**src/rtl/spi_fuse_pkg.sv**
```systemverilog
/*
  Shared constants and types for the serial client port and its fuse readout.
  Assumes a single core clock domain; link pins are sampled, never used as clocks.
*/
package spi_fuse_pkg;

  // ==========================================================
  // word and frame geometry
  localparam int WORD_MAX = 16;
  localparam int WORD_MIN = 8;
  localparam int ADDR_BITS = 32;
  localparam int CODE_BITS = 16;
  localparam int DATA_BITS = 32;
  localparam int HDR_BITS = ADDR_BITS + CODE_BITS;
  localparam int KEY_BITS = 128;
  localparam int CTRL_BITS = 32;
  localparam int FBIT_W = 12;
  localparam int LEN_W = 5;

  // ==========================================================
  // command codes and unlock words
  localparam logic [CODE_BITS-1:0] CODE_UNLOCK = 16'hDE05;
  localparam logic [CODE_BITS-1:0] CODE_READ_DEC = 16'h000D;
  localparam logic [CODE_BITS-1:0] CODE_READ_AUTH = 16'h000E;
  localparam logic [CODE_BITS-1:0] CODE_READ_CTRL = 16'h0010;
  localparam logic [CODE_BITS-1:0] CODE_READOUT = 16'h0011;
  localparam logic [DATA_BITS-1:0] UNLOCK_FIRST = 32'h5345ACBA;
  localparam logic [DATA_BITS-1:0] UNLOCK_SECOND = 32'hACBA5345;

  // ==========================================================
  // reset values and counts
  localparam logic [WORD_MAX-1:0] SHIFT_RESET = 16'h0000;
  localparam logic [FBIT_W-1:0] FBIT_MAX = 12'hFFF;
  localparam logic [LEN_W-1:0] LEN_MIN = 5'h08;
  localparam logic [LEN_W-1:0] LEN_MAX = 5'h10;
  localparam logic [2:0] PIN_RESET = 3'h1;
  localparam int RX_DEPTH = 2;

  // ==========================================================
  // types
  typedef enum logic [1:0] {LOCKED, HALF_OPEN, OPEN} unlock_state_type;
  typedef enum logic [1:0] {TAMP_DEC, TAMP_AUTH, TAMP_CTRL} tamper_sel_type;

  typedef struct packed {
    logic sck;
    logic mosi;
    logic cs_n;
  } spi_in_type;

  typedef struct packed {
    logic miso;
    logic miso_oe;
  } spi_out_type;

  typedef struct packed {
    logic [KEY_BITS-1:0] decryption_key;
    logic [KEY_BITS-1:0] auth_key;
    logic [CTRL_BITS-1:0] ctrl;
  } fuse_bank_type;

  typedef struct packed {
    logic valid;
    logic [WORD_MAX-1:0] data;
  } word_type;

endpackage : spi_fuse_pkg

```
**src/rtl/pin_sync.sv**
```systemverilog
/*
  Two-stage synchroniser for a group of pin levels.
  Assumes the inputs are asynchronous to mclk_i; only stage two is read outside.
*/
`timescale 1ns/1ps
module pin_sync #(
  parameter int WIDTH = 3,
  parameter logic [WIDTH-1:0] RESET_VALUE = '0
) (
  input wire logic mclk_i,
  input wire logic reset_i,
  input wire logic [WIDTH-1:0] pins_i,
  output logic [WIDTH-1:0] pins_o
);

  typedef struct packed {
    logic [WIDTH-1:0] stage1;
    logic [WIDTH-1:0] stage2;
  } sync_state_type;

  sync_state_type s;
  sync_state_type next_s;

  always_comb begin
    next_s.stage1 = pins_i;
    next_s.stage2 = s.stage1;
  end

  always_ff @(posedge mclk_i or posedge reset_i) begin
    if (reset_i) begin
      s <= {RESET_VALUE, RESET_VALUE};
    end else begin
      s <= next_s;
    end
  end

  assign pins_o = s.stage2;

endmodule : pin_sync

```
**src/rtl/word_buffer.sv**
```systemverilog
/*
  Small FIFO of received words, valid/ready on both sides.
  Assumes the drain side may stall; the filling side must honour in_ready_o.
*/
`timescale 1ns/1ps
module word_buffer #(
  parameter int WIDTH = 16,
  parameter int DEPTH = 2
) (
  input wire logic mclk_i,
  input wire logic reset_i,
  input wire logic in_valid_i,
  input wire logic [WIDTH-1:0] in_data_i,
  output logic in_ready_o,
  output logic out_valid_o,
  output logic [WIDTH-1:0] out_data_o,
  input wire logic out_ready_i
);

  localparam int AW = (DEPTH > 1) ? $clog2(DEPTH) : 1;

  typedef struct packed {
    logic [DEPTH-1:0][WIDTH-1:0] mem;
    logic [AW-1:0] wr;
    logic [AW-1:0] rd;
    logic [AW:0] cnt;
  } buf_state_type;

  buf_state_type s;
  buf_state_type next_s;
  logic push;
  logic pop;

  assign in_ready_o = (s.cnt != (AW+1)'(DEPTH));
  assign out_valid_o = (s.cnt != '0);
  assign out_data_o = s.mem[s.rd];
  assign push = in_valid_i & in_ready_o;
  assign pop = out_valid_o & out_ready_i;

  always_comb begin
    next_s = s;
    if (push) begin
      next_s.mem[s.wr] = in_data_i;
      next_s.wr = (s.wr == AW'(DEPTH - 1)) ? '0 : s.wr + AW'(1);
    end
    if (pop) begin
      next_s.rd = (s.rd == AW'(DEPTH - 1)) ? '0 : s.rd + AW'(1);
    end
    if (push && !pop) begin
      next_s.cnt = s.cnt + (AW+1)'(1);
    end else if (pop && !push) begin
      next_s.cnt = s.cnt - (AW+1)'(1);
    end
  end

  always_ff @(posedge mclk_i or posedge reset_i) begin
    if (reset_i) begin
      s <= '0;
    end else begin
      s <= next_s;
    end
  end

endmodule : word_buffer

```
**src/rtl/spi_client_fuse_readout.sv**
```systemverilog
/*
  Serial client port with bootloader unlock and fuse readout through tamper registers.
  Assumes an external host drives sck, mosi and active-low chip select; core side
  writes transmit words and drains received words on mclk_i.
*/
// How it works
// - only a client: pins sck, mosi, cs come in; only miso goes out.
// - word length 8 to 16 bits, same length on host and device.
// - shifting follows sck edges only; pins pass a two-flop crossing first.
// - four modes set shift edge, capture edge and idle level of sck.
// - host and device use the same mode before any transfer.
// - sck ignored until cs falls; cs fall arms clock and loads transmit data.
// - bits go out on miso and come in from mosi on mode edges.
// - transfer sends current shift contents, the last received word if none written.
// - shift register clears on reset, so early transfers send zeros.
// - first write after a load, made while no frame is active, goes straight into the shift register.
// - later writes overwrite a holding word, loaded when cs falls or a word completes.
// - with nothing new written the last received word is sent next.
// - two unlock commands with fixed data must precede fuse commands.
// - code 000D copies decryption key fuses into their tamper register.
// - code 000E copies authentication key fuses into their tamper register.
// - code 0010 copies control fuses into their tamper register.
// - code 0011 data words return the selected tamper register on miso.
`timescale 1ns/1ps
module spi_client_fuse_readout (
  input wire logic mclk_i,
  input wire logic reset_i,
  input wire spi_fuse_pkg::spi_in_type spi_i,
  output spi_fuse_pkg::spi_out_type spi_o,
  input wire logic [1:0] mode_i,
  input wire logic [spi_fuse_pkg::LEN_W-1:0] word_len_i,
  input wire spi_fuse_pkg::word_type tx_i,
  output logic tx_ready_o,
  output spi_fuse_pkg::word_type rx_o,
  input wire logic rx_ready_i,
  input wire spi_fuse_pkg::fuse_bank_type fuse_i,
  output logic overrun_o,
  output logic unlocked_o,
  output logic busy_o
);
  import spi_fuse_pkg::*;

  // ==========================================================
  // state
  typedef struct packed {
    logic sck_q;
    logic cs_n_q;
    logic active;
    logic [WORD_MAX-1:0] shift;
    logic [WORD_MAX-1:0] hold;
    logic hold_valid;
    logic tx_fresh;
    logic cap_bit;
    logic skip;
    logic [LEN_W-1:0] bit_cnt;
    logic [FBIT_W-1:0] fbit;
    logic [FBIT_W-1:0] out_idx;
    logic [HDR_BITS-1:0] hdr;
    logic [DATA_BITS-1:0] dword;
    unlock_state_type unlock;
    tamper_sel_type sel;
    logic [KEY_BITS-1:0] tamper_dec;
    logic [KEY_BITS-1:0] tamper_auth;
    logic [CTRL_BITS-1:0] tamper_ctrl;
    logic [WORD_MAX-1:0] rx_word;
    logic rx_push;
    logic overrun;
    logic miso;
  } state_type;

  state_type s;
  state_type next_s;

  // ==========================================================
  // pin crossing
  spi_in_type pins;

  pin_sync #(
    .WIDTH(3),
    .RESET_VALUE(PIN_RESET)
  ) u_pin_sync (
    .mclk_i(mclk_i),
    .reset_i(reset_i),
    .pins_i(spi_i),
    .pins_o(pins)
  );

  // ==========================================================
  // mode and word length decode
  logic cpha;
  logic sck_rise;
  logic sck_fall;
  logic cs_fall;
  logic cs_rise;
  logic cap_edge;
  logic sh_edge;
  logic [LEN_W-1:0] len;
  logic [3:0] len_m1;
  logic [WORD_MAX:0] mask_wide;
  logic [WORD_MAX-1:0] wmask;

  // modes 1 and 2 capture on falling sck; modes 1 and 3 shift on the first edge
  assign cpha = mode_i[0] ^ mode_i[1];
  assign sck_rise = pins.sck & ~s.sck_q;
  assign sck_fall = ~pins.sck & s.sck_q;
  assign cs_fall = s.cs_n_q & ~pins.cs_n;
  assign cs_rise = ~s.cs_n_q & pins.cs_n;
  // edges count only inside a selected frame
  assign cap_edge = s.active & ~cs_rise & (cpha ? sck_fall : sck_rise);
  assign sh_edge = s.active & ~cs_rise & (cpha ? sck_rise : sck_fall);

  always_comb begin
    if (word_len_i < LEN_MIN) begin
      len = LEN_MIN;
    end else if (word_len_i > LEN_MAX) begin
      len = LEN_MAX;
    end else begin
      len = word_len_i;
    end
  end

  assign len_m1 = 4'(len - 5'h01);
  assign mask_wide = ((WORD_MAX+1)'(1) << len) - (WORD_MAX+1)'(1);
  assign wmask = mask_wide[WORD_MAX-1:0];

  // ==========================================================
  // received word buffer
  logic rx_in_ready;
  logic rx_valid;
  logic [WORD_MAX-1:0] rx_data;

  word_buffer #(
    .WIDTH(WORD_MAX),
    .DEPTH(RX_DEPTH)
  ) u_rx_buffer (
    .mclk_i(mclk_i),
    .reset_i(reset_i),
    .in_valid_i(s.rx_push),
    .in_data_i(s.rx_word),
    .in_ready_o(rx_in_ready),
    .out_valid_o(rx_valid),
    .out_data_o(rx_data),
    .out_ready_i(rx_ready_i)
  );

  assign rx_o = '{valid: rx_valid, data: rx_data};

  // ==========================================================
  // next state
  logic [WORD_MAX-1:0] rx_full;
  logic [DATA_BITS-1:0] dw_full;
  logic [CODE_BITS-1:0] code;
  logic [FBIT_W-1:0] dbit;
  logic data_phase;
  logic word_done;
  logic dword_done;

  assign rx_full = {s.shift[WORD_MAX-2:0], pins.mosi} & wmask;
  assign dw_full = {s.dword[DATA_BITS-2:0], pins.mosi};
  assign code = s.hdr[CODE_BITS-1:0];
  assign data_phase = (s.fbit >= FBIT_W'(HDR_BITS));
  assign dbit = s.fbit - FBIT_W'(HDR_BITS);
  assign word_done = cap_edge & (s.bit_cnt[3:0] == len_m1);
  assign dword_done = cap_edge & data_phase & (dbit[4:0] == 5'h1F);

  always_comb begin
    logic [FBIT_W-1:0] ridx;
    logic [KEY_BITS-1:0] tamp;
    logic readout;
    ridx = '0;
    tamp = '0;
    readout = 1'b0;
    next_s = s;
    next_s.sck_q = pins.sck;
    next_s.cs_n_q = pins.cs_n;
    next_s.rx_push = 1'b0;

    // frame start: arm clock, load any waiting transmit word
    if (cs_fall) begin
      next_s.active = 1'b1;
      next_s.bit_cnt = '0;
      next_s.fbit = '0;
      next_s.out_idx = '0;
      next_s.hdr = '0;
      next_s.dword = '0;
      next_s.skip = mode_i[0];
      next_s.tx_fresh = 1'b0;
      if (s.hold_valid) begin
        next_s.shift = s.hold;
        next_s.hold_valid = 1'b0;
      end
    end

    // frame end: partial word and frame position dropped
    if (cs_rise) begin
      next_s.active = 1'b0;
      next_s.bit_cnt = '0;
      next_s.fbit = '0;
      next_s.out_idx = '0;
    end

    // capture edge: one bit in per sck pulse
    if (cap_edge) begin
      next_s.cap_bit = pins.mosi;
      next_s.bit_cnt = s.bit_cnt + 5'h01;
      if (s.fbit != FBIT_MAX) begin
        next_s.fbit = s.fbit + 12'h001;
      end
      if (!data_phase) begin
        next_s.hdr = {s.hdr[HDR_BITS-2:0], pins.mosi};
      end else begin
        next_s.dword = dw_full;
      end
    end

    // shift edge: next bit onto miso unless this edge only opens the word
    if (sh_edge) begin
      next_s.out_idx = s.fbit;
      if (s.skip) begin
        next_s.skip = 1'b0;
      end else begin
        next_s.shift = {s.shift[WORD_MAX-2:0], s.cap_bit};
      end
    end

    // word complete: hand it to the core, keep it for retransmission unless a held word is waiting
    if (word_done) begin
      next_s.bit_cnt = '0;
      next_s.skip = 1'b1;
      next_s.rx_word = rx_full;
      next_s.rx_push = 1'b1;
      if (s.hold_valid) begin
        next_s.shift = s.hold;
        next_s.hold_valid = 1'b0;
      end else begin
        next_s.shift = rx_full;
      end
    end

    // bootloader command on each complete data word
    if (dword_done) begin
      if (code == CODE_UNLOCK) begin
        if (s.unlock == LOCKED && dw_full == UNLOCK_FIRST) begin
          next_s.unlock = HALF_OPEN;
        end else if (s.unlock == HALF_OPEN && dw_full == UNLOCK_SECOND) begin
          next_s.unlock = OPEN;
        end else if (s.unlock != OPEN) begin
          next_s.unlock = LOCKED;
        end
      end else if (s.unlock == OPEN) begin
        if (code == CODE_READ_DEC) begin
          next_s.tamper_dec = fuse_i.decryption_key;
          next_s.sel = TAMP_DEC;
        end else if (code == CODE_READ_AUTH) begin
          next_s.tamper_auth = fuse_i.auth_key;
          next_s.sel = TAMP_AUTH;
        end else if (code == CODE_READ_CTRL) begin
          next_s.tamper_ctrl = fuse_i.ctrl;
          next_s.sel = TAMP_CTRL;
        end
      end
    end

    // core writes: direct load when idle and nothing fresh, else holding word
    if (tx_i.valid) begin
      if (!s.tx_fresh && !s.hold_valid && !s.active && !cs_fall) begin
        next_s.shift = tx_i.data;
        next_s.tx_fresh = 1'b1;
      end else begin
        next_s.hold = tx_i.data;
        next_s.hold_valid = 1'b1;
      end
    end

    // overrun when a word finds the buffer full; cleared by a new frame
    if (s.rx_push && !rx_in_ready) begin
      next_s.overrun = 1'b1;
    end else if (cs_fall) begin
      next_s.overrun = 1'b0;
    end

    // miso source: tamper readout during 0011 data words, else shift msb
    case (s.sel)
      TAMP_DEC: tamp = s.tamper_dec;
      TAMP_AUTH: tamp = s.tamper_auth;
      TAMP_CTRL: tamp = {s.tamper_ctrl, {(KEY_BITS-CTRL_BITS){1'b0}}};
      default: tamp = '0;
    endcase
    ridx = next_s.out_idx - FBIT_W'(HDR_BITS);
    readout = (s.unlock == OPEN) && (next_s.hdr[CODE_BITS-1:0] == CODE_READOUT)
      && (next_s.out_idx >= FBIT_W'(HDR_BITS))
      && (ridx < FBIT_W'(KEY_BITS));
    if (readout) begin
      next_s.miso = tamp[7'(KEY_BITS - 1) - ridx[6:0]];
    end else begin
      next_s.miso = next_s.shift[len_m1];
    end
  end

  // ==========================================================
  // registers
  always_ff @(posedge mclk_i or posedge reset_i) begin
    if (reset_i) begin
      s <= '0;
      s.cs_n_q <= 1'b1;
      s.shift <= SHIFT_RESET;
      s.unlock <= LOCKED;
      s.sel <= TAMP_DEC;
    end else begin
      s <= next_s;
    end
  end

  // ==========================================================
  // outputs
  assign spi_o = '{miso: s.miso, miso_oe: s.active};
  assign tx_ready_o = 1'b1;
  assign overrun_o = s.overrun;
  assign unlocked_o = (s.unlock == OPEN);
  assign busy_o = s.active;

endmodule : spi_client_fuse_readout

```
**config.mk**
```make
export PLATFORM = sky130hd
export DESIGN_NAME = spi_client_fuse_readout
export DESIGN_NICKNAME = d
export VERILOG_FILES = /design/src/rtl/spi_fuse_pkg.sv /design/src/rtl/pin_sync.sv /design/src/rtl/word_buffer.sv /design/src/rtl/spi_client_fuse_readout.sv
export SDC_FILE = /design/constraint.sdc
export NUM_CORES = 1
export LEC_CHECK = 0
export BUFFER_PORTS_ARGS = -buffer_cell sky130_fd_sc_hd__buf_2
export CORE_MARGIN = 2
export CORE_UTILIZATION = 44
export CTS_CLUSTER_SIZE = 10
export DETAILED_ROUTE_END_ITERATION = 6
export SYNTH_ARGS = -nofsm -noshare
export SYNTH_HDL_FRONTEND = slang
export SYNTH_SLANG_ARGS = --single-unit
```
**constraint.sdc**
```tcl
create_clock -name mclk_i -period 43 [get_ports mclk_i]
set_input_delay 10.75 -clock mclk_i [delete_from_list [all_inputs] [get_ports mclk_i]]
set_output_delay 10.75 -clock mclk_i [all_outputs]
set_load 0.02 [all_outputs]
```
Word-level counts from Yosys, hierarchy flattened
Cells that the tools add are included.
{ "classes": {"muxes": 53, "addsub": 11, "shift": 1, "mul": 0, "div_mod_pow": 0, "bitwise": 23, "n_reduce_logical": 34, "n_eq_ne": 16, "magnitude_cmp": 10} }
{ "ops": {"columns": ["op", "n"], "rows": [
  ["128-bit case mux with 3 select lines", 1],
  ["16-bit two-way mux", 9],
  ["110-bit two-way mux", 1],
  ["80-bit two-way mux", 1],
  ["17-bit two-way mux", 3],
  ["48-bit two-way mux", 1],
  ["34-bit two-way mux", 1],
  ["32-bit bitwise mux", 1],
  ["16-bit by 4-bit == test with 1-bit output, second input constant", 2],
  ["16-bit by 5-bit == test with 1-bit output, second input constant", 2],
  ["32-bit by 31-bit == test with 1-bit output, second input constant", 1],
  ["32-bit == test, second input constant", 1],
  ["32-bit two-way mux", 1],
  ["29-bit two-way mux", 1],
  ["12-bit by 6-bit greater-or-equal comparator with 1-bit output, second input constant", 2],
  ["12-bit two-way mux", 2],
  ["2-bit two-way mux", 9],
  ["16-bit AND", 1],
  ["16-bit demux with 1-bit select", 1],
  ["16-bit == test, second input constant", 1],
  ["1-bit two-way mux", 16],
  ["1-bit by 5-bit << shifter with 16-bit output, first input constant", 1],
  ["16-bit by 2-bit subtractor with 16-bit output, second input constant", 1],
  ["12-bit by 1-bit adder with 12-bit output, second input constant", 1],
  ["39 further kinds", 87]
]} }
{ "word_totals": {"in_bits": 318, "register_bits": 501, "latch_bits": 0, "wordCells": 178, "ramBits": 0, "memories": 0, "mem_bits_ro": 0} }

Logic depth before layout (Yosys ltp)
Gate-level depths: netlist of run 1.
{ "depth": {"word_depth": 13, "depth_mapped": 18} }

Modules after synthesis
Synthesis of run 1 repeated with hierarchy kept, for this count alone.
{ "unflattened": {"cells_unflattened": 2082, "hier_area_um2": 23369.9} }
{ "by_module_without_submodules": {"columns": ["module", "instances", "seq_area_each_um2", "cells_per_inst", "area_per_inst_um2"], "rows": [
  ["spi_client_fuse_readout", 1, 10636.5, 1972, 21561.9],
  ["word_buffer", 1, 900.9, 103, 1651.6],
  ["pin_sync", 1, 152.6, 7, 156.4]
]} }

Worst setup path before layout of run 1
No wires, ideal clock.
{ "synth_path": {"path_kind": "input-to-reg", "startpoint": "input word_len_i[4] in the netlist's numbering", "endpoint": "register s, in the netlist spi_o[1]", "n_path_buf": 4, "path_stages": 17, "setup_ps": 129, "t_required_ps": 42871, "slack_ps": 28935, "arrival_time_ps": 13936, "cell_sequence": "buf_2 and3b_1 clkbuf_1 inv_1 clkbuf_1 ha_1 ha_1 xnor2_1 a2111o_1 buf_2 o32ai_1 nor4_1 o311ai_1 a211oi_1 a211o_1 o21ai_0 a31oi_1"} }
{ "synth_rtl": {"columns": ["item", "line", "text"], "rows": [
  ["start: declaration", "spi_client_fuse_readout.sv:31", "input wire logic [spi_fuse_pkg::LEN_W-1:0] word_len_i,"],
  ["end signal: assignment", "spi_client_fuse_readout.sv:310", "s <= next_s;"],
  ["end: declaration", "spi_client_fuse_readout.sv:71", "state_type s;"]
]} }

Worst setup path in the final report of run 1
{ "layout_path": {"startpoint": "input mode_i[1]", "endpoint": "register s[277] in the netlist's numbering"} }
{ "layout_between": {"elab_chain_len": 6} }
{ "layout_lines": {"columns": ["item", "line", "text"], "rows": [
  ["start: declaration", "spi_client_fuse_readout.sv:30", "input wire logic [1:0] mode_i,"],
  ["1-bit XOR", "spi_client_fuse_readout.sv:103", "assign cpha = mode_i[0] ^ mode_i[1];"],
  ["1-bit two-way mux", "spi_client_fuse_readout.sv:109", "assign cap_edge = s.active & ~cs_rise & (cpha ? sck_fall : sck_rise);"],
  ["1-bit AND", "spi_client_fuse_readout.sv:109", null],
  ["1-bit AND (2 in series)", "spi_client_fuse_readout.sv:164", "assign dword_done = cap_edge & data_phase & (dbit[4:0] == 5'h1F);"],
  ["4-bit AND reduction (no source line)", null, null]
]} }
Every way passes these cells.
A chain may end at the register's enable or synchronous reset.

==> results of run 1 <==
-- worst min-delay path by stage --
stage,startpoint,to,cells past startpoint
after floorplan,u_pin_sync.next_s[1]$_DFF_PP0_,u_pin_sync.pins_o[1]$_DFF_PP0_,0
after global placement,u_pin_sync.next_s[1]$_DFF_PP0_,u_pin_sync.pins_o[1]$_DFF_PP0_,0
after detailed placement,u_pin_sync.next_s[2]$_DFF_PP0_,u_pin_sync.pins_o[2]$_DFF_PP0_,0
after CTS,u_pin_sync.next_s[2]$_DFF_PP0_,u_pin_sync.pins_o[2]$_DFF_PP0_,0
after global routing,u_pin_sync.next_s[0]$_DFF_PP1_,u_pin_sync.pins_o[0]$_DFF_PP1_,0
final,u_pin_sync.next_s[2]$_DFF_PP0_,u_pin_sync.pins_o[2]$_DFF_PP0_,0
-- through the flow --
stage / hold slack [ns] / cell area (um^2) / worst slack [ns] / power [mW]
2_1_floorplan: 0.331 / 23100 / 19.23 / 0.524
3_3_place_gp: 0.344 / 25300 / 26.76 / 0.560
3_5_place_dp: 0.343 / 25300 / 26.62 / 0.561
4_1_cts: 0.366 / 26900 / 27.25 / 0.998
5_1_grt: 0.367 / 27000 / 26.86 / 1.02
6_report: 0.362 / 27000 / 27.29 / 0.988
-- kinds of logic (layout without fill, tap and decap cells) --
kind of cell | after synthesis | count (layout) | synth area share
DFF | 467 | 467 | 0.505
AOI/OAI and AO/OA | 364 | 364 | 0.108
other | 1 | 23 | 0.000162
adders and majority gates | 15 | 15 | 0.00812
muxes | 451 | 451 | 0.221
buffers and inverters | 185 | 494 | 0.0368
xor gates and xnor gates | 13 | 13 | 0.00525
and+or+nand+nor | 553 | 553 | 0.115
-- synthesized netlist by cell type (10+ instances only) --
master,instances,area [um^2]
sky130_fd_sc_hd__a211oi_1,24,180
sky130_fd_sc_hd__a21oi_1,42,210
sky130_fd_sc_hd__a31oi_1,15,93.8
sky130_fd_sc_hd__and3_1,10,62.6
sky130_fd_sc_hd__buf_1,10,37.5
sky130_fd_sc_hd__buf_2,33,165
sky130_fd_sc_hd__buf_4,30,225
sky130_fd_sc_hd__clkbuf_1,71,267
sky130_fd_sc_hd__dfrtp_1,464,11600
sky130_fd_sc_hd__ha_1,15,188
sky130_fd_sc_hd__inv_1,39,146
sky130_fd_sc_hd__mux2_2,349,3930
sky130_fd_sc_hd__mux2i_1,82,821
sky130_fd_sc_hd__mux4_2,10,225
sky130_fd_sc_hd__nand2_1,269,1010
sky130_fd_sc_hd__nand2b_1,17,106
sky130_fd_sc_hd__nand3_1,50,250
sky130_fd_sc_hd__nand4_1,30,188
sky130_fd_sc_hd__nor2_1,62,233
sky130_fd_sc_hd__nor2b_1,14,87.6
sky130_fd_sc_hd__nor3_1,18,90.1
sky130_fd_sc_hd__nor4_1,17,106
sky130_fd_sc_hd__o211ai_1,22,165
sky130_fd_sc_hd__o21ai_0,111,556
sky130_fd_sc_hd__o22ai_1,10,62.6
sky130_fd_sc_hd__o311ai_0,11,96.3
sky130_fd_sc_hd__o31ai_1,16,120
sky130_fd_sc_hd__o41ai_1,10,87.6
sky130_fd_sc_hd__or3_1,10,62.6
-- registers in the layout (all words and copies together) (netlist names) --
register	count
code	16
dw_full	31
overrun_o	1
u_pin_sync.pins_o	3
u_pin_sync.next_s	3
u_rx_buffer.s	36
s	375
spi_o	1
busy_o	1
-- area by class of cell --
| cell class | count | area (um^2) | area share |
|---|---|---|---|
| clock buffers | 75 | 1530 | 0.0568 |
| diodes | 20 | 50.0 | 0.00185 |
| multi-input cells | 1399 | 10600 | 0.394 |
| flip-flops and latches | 467 | 11700 | 0.433 |
| clock inverters | 5 | 90.1 | 0.00334 |
| inverters | 41 | 164 | 0.00607 |
| repair buffers | 373 | 1950 | 0.0723 |
| well taps | 688 | 861 | 0.0319 |
-- metal layers --
| layer | up-vias | track usage | share of wire | routed length (um) |
|---|---|---|---|---|
| li1 | 8077 | - | - | - |
| met3 | 128 | 0.0576 | 0.067 | 4570 |
| met2 | 511 | 0.406 | 0.48 | 32500 |
| met5 | - | 0 | 0.0027 | 184 |
| met1 | 8770 | 0.330 | 0.43 | 28900 |
| met4 | 30 | 0.0834 | 0.025 | 1690 |
-- power by group through the flow --
| stage | registers [mW] | clock network (mW) | logic, mW |
|---|---|---|---|
| 2_1_floorplan | 0.467 | 0 | 0.0570 |
| 3_3_place_gp | 0.476 | 0 | 0.0845 |
| 3_5_place_dp | 0.476 | 0 | 0.0857 |
| 4_1_cts | 0.468 | 0.444 | 0.0860 |
| 5_1_grt | 0.470 | 0.461 | 0.0944 |
| 6_report | 0.468 | 0.434 | 0.0856 |
-- cells in the final DEF, fill, tap and decap left out, types with 11 or more instances in the layout --
cell type	synthesis	layout
sky130_fd_sc_hd__a211oi_1	24	24
sky130_fd_sc_hd__a21oi_1	42	42
sky130_fd_sc_hd__a31oi_1	15	15
sky130_fd_sc_hd__buf_2	33	339
sky130_fd_sc_hd__buf_4	30	34
sky130_fd_sc_hd__clkbuf_1	71	13
sky130_fd_sc_hd__clkbuf_16	0	56
sky130_fd_sc_hd__dfrtp_1	464	462
sky130_fd_sc_hd__diode_2	0	20
sky130_fd_sc_hd__ha_1	15	15
sky130_fd_sc_hd__inv_1	39	37
sky130_fd_sc_hd__mux2_2	349	349
sky130_fd_sc_hd__mux2i_1	82	80
sky130_fd_sc_hd__nand2_1	269	269
sky130_fd_sc_hd__nand2b_1	17	17
sky130_fd_sc_hd__nand3_1	50	50
sky130_fd_sc_hd__nand4_1	30	30
sky130_fd_sc_hd__nor2_1	62	59
sky130_fd_sc_hd__nor2b_1	14	13
sky130_fd_sc_hd__nor3_1	18	18
sky130_fd_sc_hd__nor4_1	17	17
sky130_fd_sc_hd__o211ai_1	22	22
sky130_fd_sc_hd__o21ai_0	111	111
sky130_fd_sc_hd__o311ai_0	11	11
sky130_fd_sc_hd__o31ai_1	16	16
==> results, run 1 <==
- Counting stages on the worst path, the most repeated cell is sky130_fd_sc_hd__buf_4.
- The post-detailed-route wirelength per cell is 22.1 um.
- The number of violations of the max-capacitance limit is 0.
- For this run, the total global-route usage over all layers was measured as 0.250.
- The switching power total is 244 uW.
- The remaining antenna violation count after routing is 0.
- Setup violations remaining at the end of the flow were counted as 0.
- The count of buffering cells on the critical path with inverters included is 4.
- Counting the fill cells in the layout gives 4606.
- The synthesized netlist occupies a cell area of 23100 um^2.
- The pin count of the biggest net entering global routing is 120.
- Walking the worst path, the cells encountered are buf_2 > xnor2_2 > mux2i_1 > buf_4 > nand2_2 > nor2_4 > and4b_1 > nand3_1 > or2_1 > nor2_4 > buf_4 > buf_4 > mux2_2.
- The count of unique library cells instantiated by Yosys is 90.
- The buffers inserted during post-CTS setup optimization is 0.
- The global route total overflow is 0.
- The via count of the first global-routing pass is 18052.
- The flow ran to the end, and the final reports show no timing, DRC or antenna violations.
- The register area share after synthesis is 0.505.
- The number of standard-cell rows in the floorplan is 84.
- The cell sitting at the root of the clock tree is a sky130_fd_sc_hd__clkbuf_16.
- After clock tree synthesis, the flow added hold-fix buffers numbering 0.
- Of the total power, combinational logic draws 0.087.
- The overall die area is 54400 um^2.
- The clock insertion delay at the later pin of the skew report is approximately 0.6 ns.
- In this run the worst path has a maximum fanout of between 60 and 70.
- Power spread over the standard cell area amounts to 36.6 nW/um^2.
- Dividing the final minimum period by the clock period gives 0.365.
- For this run, the top clock speed supported by timing is 63.7 MHz.
- The kind of cell with the highest combined delay along the critical path is simple AND/OR/NAND/NOR gates.
- The min-delay analysis places its worst path in the category reg2reg.
- The initial standard-cell utilization of the core is 0.443.
- The floorplan step set the die width to 233 um.
- The most critical setup path has its startpoint at mode_i[1].
- The total placed cells including tap cells is 2968.
- The longest clock path from root to sink contains 3 buffers.
- Of the cells placed in the final design, the portion with a size suffix greater than 1 is 0.353.
- For this block, the routed nets add up to 67.8 mm of wire.
- The cell depth of the worst flop-to-flop path is 12.
- The share of total power dissipated in the clock network is 0.439.
- In this run, synthesis produced a sequential element count of between 400 and 500.
- In this run the register-to-register setup slack is 36.49 ns.
- In the final timing run, aggregate negative setup slack is 0 ns.
- The worst endpoint required time is between 40 and 50 ns.
- The DRC violation total after the first TritonRoute iteration is around 1200.
- The wire length of the first global-routing pass is 105 mm.
- The standard cell core area is 52200 um^2.
- The type of element launching the critical path is an input port.
- Each instance of the synthesized netlist takes up on average about 11 um^2.
- The share of total power dissipated in sequential elements is 0.474.
- The worst register-to-register path begins at s[457]$_DFF_PP1_.
- Counting every instance in the synthesized netlist gives roughly 2000.
- The number of nets in the layout is around 2700.
- TritonCTS built the clock tree.
- The detail-routed via count per cell is 5.71.
- Routability-driven placement finished with a final weighted congestion of 0.878.
- Internal power comes to 744 uW.
- From synthesis to final layout, the design area changed by 16.7%.
- The clock input transition at the sequential cells of the worst setup and hold paths is 0.06 ns.
- For this run, design rule violations remaining after detail routing come to 0.
- The post-layout minimum cycle time is 15.71 ns.
- The post-layout instance count excluding filler cells is 3068.
- Headroom to the max-slew limit came out at 0.273.
- The count of endpoints failing hold in the final timing report is 0.
- The endpoint identified for the worst register-to-register timing path is s[277]$_DFFE_PP0P_.
- For this design the static power due to leakage is 12.7 nW.
- The final route contains 17516 vias.
- The count of flip-flops with a built-in enable after synthesis is 0.
- The worst setup path is captured at a register.
- Setup repair after global routing left no endpoint under its margin.
- At the pin with the least slew margin, the transition time is about 1.1 ns.
- The die is 233 um tall.
- The number of antenna violations at the first check in global routing is 34.
- The worst-case IR drop observed on VDD is just over 0.03 mV.
- On the final layout, the worst clock skew is roughly 0.036 ns.
- Of the total power, the share spent switching nets is 0.247.
- In this run the worst setup path terminates at s[277]$_DFFE_PP0P_.
- The slowest cell on the critical path is sky130_fd_sc_hd__nor2_4.
- The count of yosys warnings during synthesis is 0.
- In the synthesized netlist the async set-or-reset flop fraction comes to 1.00.
- During I/O placement, the number of pins put on the boundary was about 340.
- The total of buffers placed on input and output ports is between 300 and 400.
- The depth of the critical timing path with buffers and inverters included is 13.
- Among all flip-flop cells after synthesis, the most frequent one is sky130_fd_sc_hd__dfrtp_1.
- Buffers inserted during clock tree synthesis total 55.
- Summed over all nets, the half-perimeter wirelength after detailed placement is around 47 mm.
- The detailed-routing iteration count for the pre-antenna-repair pass is 5.
- The highest cell delay on the worst timing path is 0.98 ns.
- The utilization after layout is 0.517.
- The worst path arrival time is 16.20 ns.
- The number of cells upsized or downsized after cts is 0.
- The tree built by TritonCTS fans out to approximately 470 sinks.
- The count of pins over their slew limit is 0.
- The class of the most critical setup path is in2reg.
- The number of levels in the clock H-tree is 2.
(Power assumes the default switching activity.)
==> run 2: changes to the inputs <==
Settings changed: ABC_AREA set to 1, PLACE_DENSITY set to 0.67.
Clock period 43 ns to 14.1 ns, I/O delays scaled along.
==> run 2 against run 1 <==
  * Flip-flop and latch count unchanged
  * Cell count up 13%
  * Critical endpoint is now spi_o[1]$_DFF_PP0_
  * Critical path type unchanged
  * Sequential power rose to 3.0 times the previous value
  * Largest cell class unchanged
  * Combinational power rose to 3.2 times the previous value
  * Global-route usage down 0.91 points
  * First-iteration DRC count up 31%
  * Core utilization up 0.11 points
==> results, run 2 <==
- The post-synthesis xor/xnor area fraction is 0.00304.
- After clock tree synthesis, the clock-pin slew on the worst setup and hold paths is around 0.05 ns.
- The post-layout minimum cycle time is 7.25 ns.
- The most frequently used flop master after synthesis is sky130_fd_sc_hd__dfrtp_1.
- The flow ran to the end, and the final reports show no timing, DRC or antenna violations.
- In the final design database the tool counted 3085 nets.
- The detailed-routing iteration count for the pre-antenna-repair pass is 5.
- In this run the power density over the cells is about 110 nW/um^2.
- Counting flops with an async set or reset pin after synthesis yields a share of 1.00.
- The boundary pin count is 341.
- In this run the power spent charging and discharging nets is 760 uW.
- At the end of the flow the core is filled with cells to 0.518.
- The combined area of the multi-input logic cells is 9840 um^2.
- The post-detailed-route wirelength per cell is 18.8 um.
- STA classifies the critical path endpoint as a register.
- By area the synthesized netlist is led by sky130_fd_sc_hd__dfrtp_1 (50%), sky130_fd_sc_hd__mux2_1 (11%), sky130_fd_sc_hd__nand2_1 (8.4%), sky130_fd_sc_hd__nand3_1 (6.0%), sky130_fd_sc_hd__inv_1 (3.5%).
- Across the VDD grid, the largest voltage drop is 0.0959 mV.
- From synthesis to final layout, the design area changed by 15.9%.
- Of the post-synthesis cell area, the dominant cell type holds 0.504.
- The clock insertion delay at the later pin of the skew report is 0.62 ns.
- The via count is 19037.
- In this run the post-CTS setup repair buffer count came out at 0.
- Setup violations remaining at the end of the flow were counted as 0.
- The number of hold buffers added after CTS was 0.
- For this configuration, the core starts out at a cell density of 0.447.
- Max-cap violations in this run came to 0.
- The via count of the first global-routing pass is 19241.
- By startpoint and endpoint, the worst setup path is classified as in2reg.
- The count of pins over their slew limit was 0.
- The detail route stage leaves a number of antenna-violating nets equal to 0.
- The internal power of the cells totals 2.23 mW.
- By count the netlist is led by sky130_fd_sc_hd__nand2_1 (513), sky130_fd_sc_hd__dfrtp_1 (464), sky130_fd_sc_hd__nand3_1 (275).
- The final estimated routing congestion in global placement is 0.934.
- The post-synthesis compound-gate area fraction is 0.0915.
- Yosys mapped a number of flops with a built-in enable equal to 0.
- The DRC violation total after the first TritonRoute iteration is between 1500 and 2000.
- The synthesized area is 23100 um^2.
- The count of yosys warnings during synthesis is 0.
- The cell with the most instances after synthesis is sky130_fd_sc_hd__nand2_1.
- The peak fanout along the critical path is 46.
- The total negative setup slack is 0 ns.
- The die is 233 um wide.
- The cell depth of the worst min-delay path is 0.
- sky130_fd_sc_hd__dfrtp_1 takes more of the synthesized area than any other cell.
- For this run, the top clock speed supported by timing is 138 MHz.
- The commonest non-fill, non-tap cell in the layout is sky130_fd_sc_hd__nand2_1.
- Setup repair after global routing left no endpoint under its margin.
- Post-CTS repair changed the size of 0 cells.
- The fraction of power consumed by the clock network is 0.435.
- In this run the most critical hold path is launched from u_pin_sync.next_s[0]$_DFF_PP1_.
- The period utilization is 0.515.
- The wire length of the first global-routing pass is roughly 100 mm.
- The total of buffers placed on input and output ports is 339.
- The portion of synthesized area spent on multiplexers is 0.131.
- Leaving out fill and tap cells, the most frequent cells in the layout are sky130_fd_sc_hd__nand2_1 (511), sky130_fd_sc_hd__dfrtp_1 (464), sky130_fd_sc_hd__buf_2 (339), sky130_fd_sc_hd__nand3_1 (272), sky130_fd_sc_hd__mux2_1 (229).
- The number of clock sinks seen by CTS is 467.
- Averaged over all synthesized cells, the footprint is just over 9 um^2.
- The type of element launching the critical path is an input port.
- The cell depth of the worst flop-to-flop path is 16.
- STA puts the critical path data required time at 14.64 ns.
- The number of buffers on the longest clock path is 3.
- The gate count of the mapped netlist is ~2500.
- In this run the standard cell core region covers 51600 um^2.
- The post-synthesis sequential element count is 467.
- The die covers about 54000 um^2.
- The global route total overflow is 0.
- The path class of the tightest hold or removal check is reg2reg.
- The pin slew with the least headroom to its limit is 1.19 ns.
- The detail-routed via count per cell is 5.49.
- The count of unique library cells instantiated by Yosys is 48.
- The clock root buffer is sky130_fd_sc_hd__clkbuf_16.
- Of the total synthesized cell area, the portion taken by AND, OR, NAND and NOR gates is 0.190.
- After filler insertion, the fill cell instance count of the layout stands at roughly 4700.
- Of the total power, the share spent switching nets is 0.254.
- The number of design rule violations left after detail routing is 0.
- TritonCTS built the clock tree.
- The pin count of the biggest net entering global routing is 176.
- The worst register-to-register path begins at s[457]$_DFF_PP1_.
- The register bank with the most flops is s.
- The max-slew headroom at the worst pin is 0.202.
- The part of the total power dissipated in sequential elements is 0.474.
- The combinational share of power is 0.091.
- The total wirelength of the detailed-routed design is approximately 65 mm.
- The main combinational cell family by area after synthesis is simple AND/OR/NAND/NOR gates.
- The leakage power of the design is 13.7 nW.
- The clock tree skew after final layout is 0.0553 ns.
- The total routing resource utilization after global routing is 0.241.
- The count of endpoints failing hold in the final timing report was 0.
- The die span in y is between 200 and 250 um.
- The number of antenna violations at the first check in global routing is 28.
- Of the total synthesized cell area, the portion taken by full adders, half adders and majority gates is 0.00814.
- The total CTS buffers is 55.
- For the worst setup path, the data arrival time is 7.80 ns.
- The end of the worst register-to-register path is spi_o[1]$_DFF_PP0_.
- In this run the register-to-register setup slack is 9.24 ns.
- In the final layout, the share of cells above drive strength 1 is 0.181.
- The worst hold path terminates at u_pin_sync.pins_o[0]$_DFF_PP1_.
- The placed wire-length estimate after detailed placement is 44.6 mm.
- The register with the most flip-flops in the layout has 375 of them.
- For this run, the register share of the synthesized area comes to 0.507.
- The clock tree synthesis step divided the H-tree into 2 levels.
- The floorplan has 83 rows.
- The footprint of the flip-flops and latches is 11700 um^2.
## run 2: changes by cell type after synthesis, moves of 67 or more
cell / delta
sky130_fd_sc_hd__a21oi_1: +67
sky130_fd_sc_hd__inv_1: +176
sky130_fd_sc_hd__mux2i_1: -81
sky130_fd_sc_hd__nand3_1: +225
sky130_fd_sc_hd__mux2_2: -311
sky130_fd_sc_hd__mux2_1: +221
sky130_fd_sc_hd__nand2_1: +244
## run 2: worst max-delay path by stage
stage	from	to	slack [ns]	depth (start not counted)
after floorplan	reset_i	busy_o$_DFFE_PP0P_	4.25	1
after global placement	mode_i[1]	spi_o[1]$_DFF_PP0_	6.39	19
after detailed placement	mode_i[1]	spi_o[1]$_DFF_PP0_	6.27	19
after CTS	mode_i[1]	spi_o[1]$_DFF_PP0_	6.85	19
after global routing	mode_i[1]	spi_o[1]$_DFF_PP0_	6.40	19
final	mode_i[1]	spi_o[1]$_DFF_PP0_	6.85	19
## run 2: power by group through the flow
stage	clock, mW	sequential (mW)	combinational, mW
2_1_floorplan	0	1.42	0.180
3_3_place_gp	0	1.44	0.268
3_5_place_dp	0	1.44	0.270
4_1_cts	1.33	1.42	0.272
5_1_grt	1.38	1.42	0.306
6_report	1.30	1.42	0.272
## run 2: layout make-up
| type | count | share of cell area |
|---|---|---|
| tap | 680 | 0.0318 |
| clock inverter | 7 | 0.00496 |
| sequential | 467 | 0.438 |
| inverter | 221 | 0.0312 |
| timing repair buffer | 362 | 0.0704 |
| antenna | 17 | 0.00159 |
| clock buffer | 67 | 0.0543 |
| multi-input combinational | 1645 | 0.368 |
## run 2: metrics by stage
step | std cells | hold slack (ns) | instance area, um^2 | setup slack [ns] | power (mW)
2_1_floorplan | 2477 | 0.331 | 23100 | 4.25 | 1.60
3_3_place_gp | 3375 | 0.339 | 25100 | 6.39 | 1.70
3_5_place_dp | 3375 | 0.341 | 25100 | 6.27 | 1.71
4_1_cts | 3449 | 0.360 | 26700 | 6.85 | 3.01
5_1_grt | 3458 | 0.360 | 26700 | 6.40 | 3.11
6_report | 3466 | 0.359 | 26700 | 6.85 | 2.99
## run 2: metal layers
metal  share of wire  track usage  vias to the layer above
li1                -            -                     8886
met1            0.42        0.310                     9332
met2            0.48        0.397                      640
met3           0.065       0.0523                      153
met4           0.035       0.0922                       26
met5          0.0025            0                        -
## run 2: logic make-up (layout without fill, tap and decap cells)
group,after synthesis,after routing
AO/OA/AOI/OAI,354,354
XOR/XNOR,8,8
adder cells (fa/ha/maj),15,15
buffers and inverters,365,657
flip-flops,467,467
multiplexers,268,268
other,1,20
AND/OR/NAND/NOR,997,997
## run 2: worst max-delay path, stage by stage
cell	delay (ns)
sky130_fd_sc_hd__buf_2	0.12
sky130_fd_sc_hd__inv_1	0.06
sky130_fd_sc_hd__nand2_1	0.10
sky130_fd_sc_hd__nand2_2	0.11
sky130_fd_sc_hd__nand2_1	0.05
sky130_fd_sc_hd__nand2_1	0.11
sky130_fd_sc_hd__nand3_2	0.82
sky130_fd_sc_hd__nand2_2	0.94
sky130_fd_sc_hd__buf_4	0.54
sky130_fd_sc_hd__inv_1	0.36
sky130_fd_sc_hd__nand2_1	0.13
sky130_fd_sc_hd__nand3_1	0.08
sky130_fd_sc_hd__nand3_1	0.10
sky130_fd_sc_hd__nand3_1	0.08
sky130_fd_sc_hd__nand3_1	0.10
sky130_fd_sc_hd__nand3_1	0.11
sky130_fd_sc_hd__nand3_1	0.12
sky130_fd_sc_hd__nand3_1	0.21
sky130_fd_sc_hd__nand2_1	0.12
==> run 3: changes to the inputs <==
Clock period 14.1 ns to 6.5 ns, I/O delays scaled along.
==> run 3 against run 2 <==
  * Wire length is 1.4% higher
  * Die area is the same
  * Setup slack worse by 4.9 ns
  * Count of clock-buffer cells in the layout grew 4
  * Flip-flop and latch count unchanged
  * Cell area up 0.11%
  * Global-route usage is 0.68 points higher
  * Sequential power grew 120%
  * Clock skew down 0.0074 ns
  * Critical path type unchanged
  * Total power rose by 110%
==> results, run 3 (same netlist as run 2, synthesis figures left out) <==
- The switching power total is 1.64 mW.
- The number of nets in the layout is 3090.
- In this run the static leakage power is 13.7 nW.
- After detailed routing, the number of remaining DRC violations is 0.
- Clock tree synthesis inserted a total of between 50 and 60 buffers.
- The part of the total power dissipated in sequential elements is 0.479.
- The post-layout minimum cycle time is 4.59 ns.
- The worst setup path is captured at a register.
- The floorplan step set the die height to approximately 230 um.
- The worst path arrival time is between 5 and 6 ns.
- The power density over the cells is 239 nW/um^2.
- The total routing resource utilization after global routing is 0.248.
- The worst ir drop on vdd is roughly 0.21 mV.
- The switching share of power is 0.257.
- The top cell types in the final layout, fill and taps aside, are sky130_fd_sc_hd__nand2_1 (511), sky130_fd_sc_hd__dfrtp_1 (464), sky130_fd_sc_hd__buf_2 (339), sky130_fd_sc_hd__nand3_1 (272), sky130_fd_sc_hd__mux2_1 (229).
- The placed wire-length estimate after detailed placement is 45.1 mm.
- The total of endpoints with negative setup slack in the final report is 0.
- The via count of the first global-routing pass is 19591.
- The die is 233 um wide.
- CTS saw 467 sinks.
- The boundary pin count is ~340.
- Cell internal power was estimated by the tool at between 4 and 5 mW.
- The number of cells upsized or downsized after cts is 0.
- The number of setup buffers added after CTS is 0.
- The share of total power dissipated in combinational logic is 0.093.
- Leaving out filler cells and counting taps, the final layout contains 3478.
- Entering global routing, the biggest net connects 154 pins.
- The clock insertion delay at the later pin of the skew report is 0.62 ns.
- The layout overhead on the synthesized area is 16.0%.
- The period utilization is 0.705.
- Measured on the finished design, the core utilization comes to 0.518.
- The die covers 54300 um^2.
- The number of antenna violations at the first check in global routing is 40.
- In this run the worst hold path is classified as reg2reg.
- The worst hold path passes through 0 cells.
- The clock input transition at the sequential cells of the worst setup and hold paths is 0.06 ns.
- Setup repair after global routing left no endpoint under its margin.
- The fraction of power consumed by the clock network is 0.428.
- Counting tap cells, the placed design contains a total of approximately 3400 instances.
- The detail-routed via count per cell is 5.48.
- The TritonCTS clock tree is done.
- The remaining antenna violation count after routing is 0.
- The standard cell core area is 51600 um^2.
- Setup slack on the worst reg-to-reg path comes out at 2.32 ns.
- The fmax is 218 MHz.
- The first TritonRoute pass finished after 7 iterations.
- The number of violations of the max-capacitance limit is 0.
- The final route contains 19062 vias.
- The pin slew with the least headroom to its limit is ~1.2 ns.
- The count of endpoints failing hold in the final timing report is 0.
- The end point of the most critical hold path is u_pin_sync.pins_o[2]$_DFF_PP0_.
- The register bank with the most flops is s.
- The total of buffers placed on input and output ports is 339.
- The register with the most flip-flops in the layout has 375 of them.
- In the final layout, the share of cells above drive strength 1 is 0.182.
- The type of element launching the critical path is an input port.
- The H-tree was split into 2 levels.
- The worst register-to-register path ends at s[116]$_DFFE_PP0P_.
- The peak fanout along the critical path is 27.
- The wire length of the first global-routing pass is 106 mm.
- The worst pin sits at a relative slew slack of 0.218.
- The initial standard-cell utilization of the core is 0.447.
- The detailed router finished its first iteration with ~1500 violations.
- The clock root buffer is sky130_fd_sc_hd__clkbuf_16.
- The hold buffer count at cts is 0.
- For the worst setup path, the data required time is 6.99 ns.
- The startpoint identified for the worst hold timing path is u_pin_sync.next_s[2]$_DFF_PP0_.
- The flow ran to the end, and the final reports show no timing, DRC or antenna violations.
- The worst register-to-register path begins at s[457]$_DFF_PP1_.
- The class of the most critical setup path is in2reg.
- After detailed routing, the total wire length is between 60 and 70 mm.
- Summing internal, switching and leakage power gives 6.41 mW.
- The number of standard-cell rows in the floorplan is 83.
- The cell depth of the worst flop-to-flop path is 10.
- The final estimated routing congestion in global placement is 0.849.
- The post-detailed-route wirelength per cell is 19.0 um.
- The count of pins over their slew limit was 0.
- The clock passes through at most 3 buffers.
- Across the routed clock network, the largest skew measured is approximately 0.048 ns.
- The global route total overflow is 0.
- The commonest non-fill, non-tap cell in the layout is sky130_fd_sc_hd__nand2_1.
-- run 3: critical path: stages --
cell and delay, ns:
sky130_fd_sc_hd__buf_2 0.12, sky130_fd_sc_hd__inv_2 0.07, sky130_fd_sc_hd__nand3_1 0.26, sky130_fd_sc_hd__clkinv_1 0.41, sky130_fd_sc_hd__ha_1 0.57, sky130_fd_sc_hd__inv_1 0.18
sky130_fd_sc_hd__nand2_1 0.09, sky130_fd_sc_hd__nand3_1 0.07, sky130_fd_sc_hd__nor2_1 0.13, sky130_fd_sc_hd__nand3_1 0.20, sky130_fd_sc_hd__nor2_4 0.53, sky130_fd_sc_hd__nand2_1 0.11
sky130_fd_sc_hd__nand3_1 0.11, sky130_fd_sc_hd__nand3_1 0.09, sky130_fd_sc_hd__nand3_1 0.09, sky130_fd_sc_hd__nand2_1 0.05, sky130_fd_sc_hd__nor2_1 0.10, sky130_fd_sc_hd__nor2_1 0.05
sky130_fd_sc_hd__nand2_1 0.06, sky130_fd_sc_hd__nand2_1 0.06, sky130_fd_sc_hd__nand2_1 0.05, sky130_fd_sc_hd__nand2_1 0.04
-- run 3: how the worst max path moves through the flow --
stage | slack (ns) | depth (start not counted) | start | endpoint
6_report | 1.91 | 22 | word_len_i[4] | spi_o[1]$_DFF_PP0_
5_1_grt | 1.46 | 22 | word_len_i[4] | spi_o[1]$_DFF_PP0_
4_1_cts | 1.86 | 22 | word_len_i[4] | spi_o[1]$_DFF_PP0_
3_5_place_dp | 1.23 | 22 | word_len_i[4] | spi_o[1]$_DFF_PP0_
3_3_place_gp | 1.25 | 22 | word_len_i[4] | spi_o[1]$_DFF_PP0_
2_1_floorplan | -1.45 | 1 | reset_i | busy_o$_DFFE_PP0P_
-- run 3: metal layers --
metal | wire, um | share of wire | vias to the layer above | global-route usage
met5 | 224 | 0.0034 | - | 0
met4 | 2110 | 0.032 | 34 | 0.0872
met3 | 4570 | 0.069 | 156 | 0.0607
met2 | 31800 | 0.48 | 576 | 0.413
met1 | 27400 | 0.41 | 9377 | 0.313
li1 | - | - | 8919 | -
-- run 3: layout make-up --
type                       instances  area (um^2)
multi-input combinational       1645         9840
fill                            4710        24900
inverter                         221          833
clock buffer                      71         1470
clock inverter                     5         67.6
timing repair buffer             368         1950
tap                              680          851
sequential                       467        11700
antenna                           21         52.6
-- run 3: per-stage QoR --
step	instance area (um^2)	setup slack, ns	hold slack [ns]	setup TNS [ns]
floorplan	23100	-1.45	0.331	-670.69
global placement	25200	1.25	0.333	0
detailed placement	25200	1.23	0.343	0
CTS	26700	1.86	0.356	0
global route	26700	1.46	0.358	0
finish	26700	1.91	0.354	0
-- run 3: power groups by stage --
stage / clock network (mW) / registers [mW] / logic (mW)
after global placement: 0 / 3.12 / 0.593
after CTS: 2.81 / 3.07 / 0.598
after floorplan: 0 / 3.08 / 0.391
after detailed placement: 0 / 3.12 / 0.596
final: 2.74 / 3.07 / 0.593
after global routing: 2.94 / 3.08 / 0.672
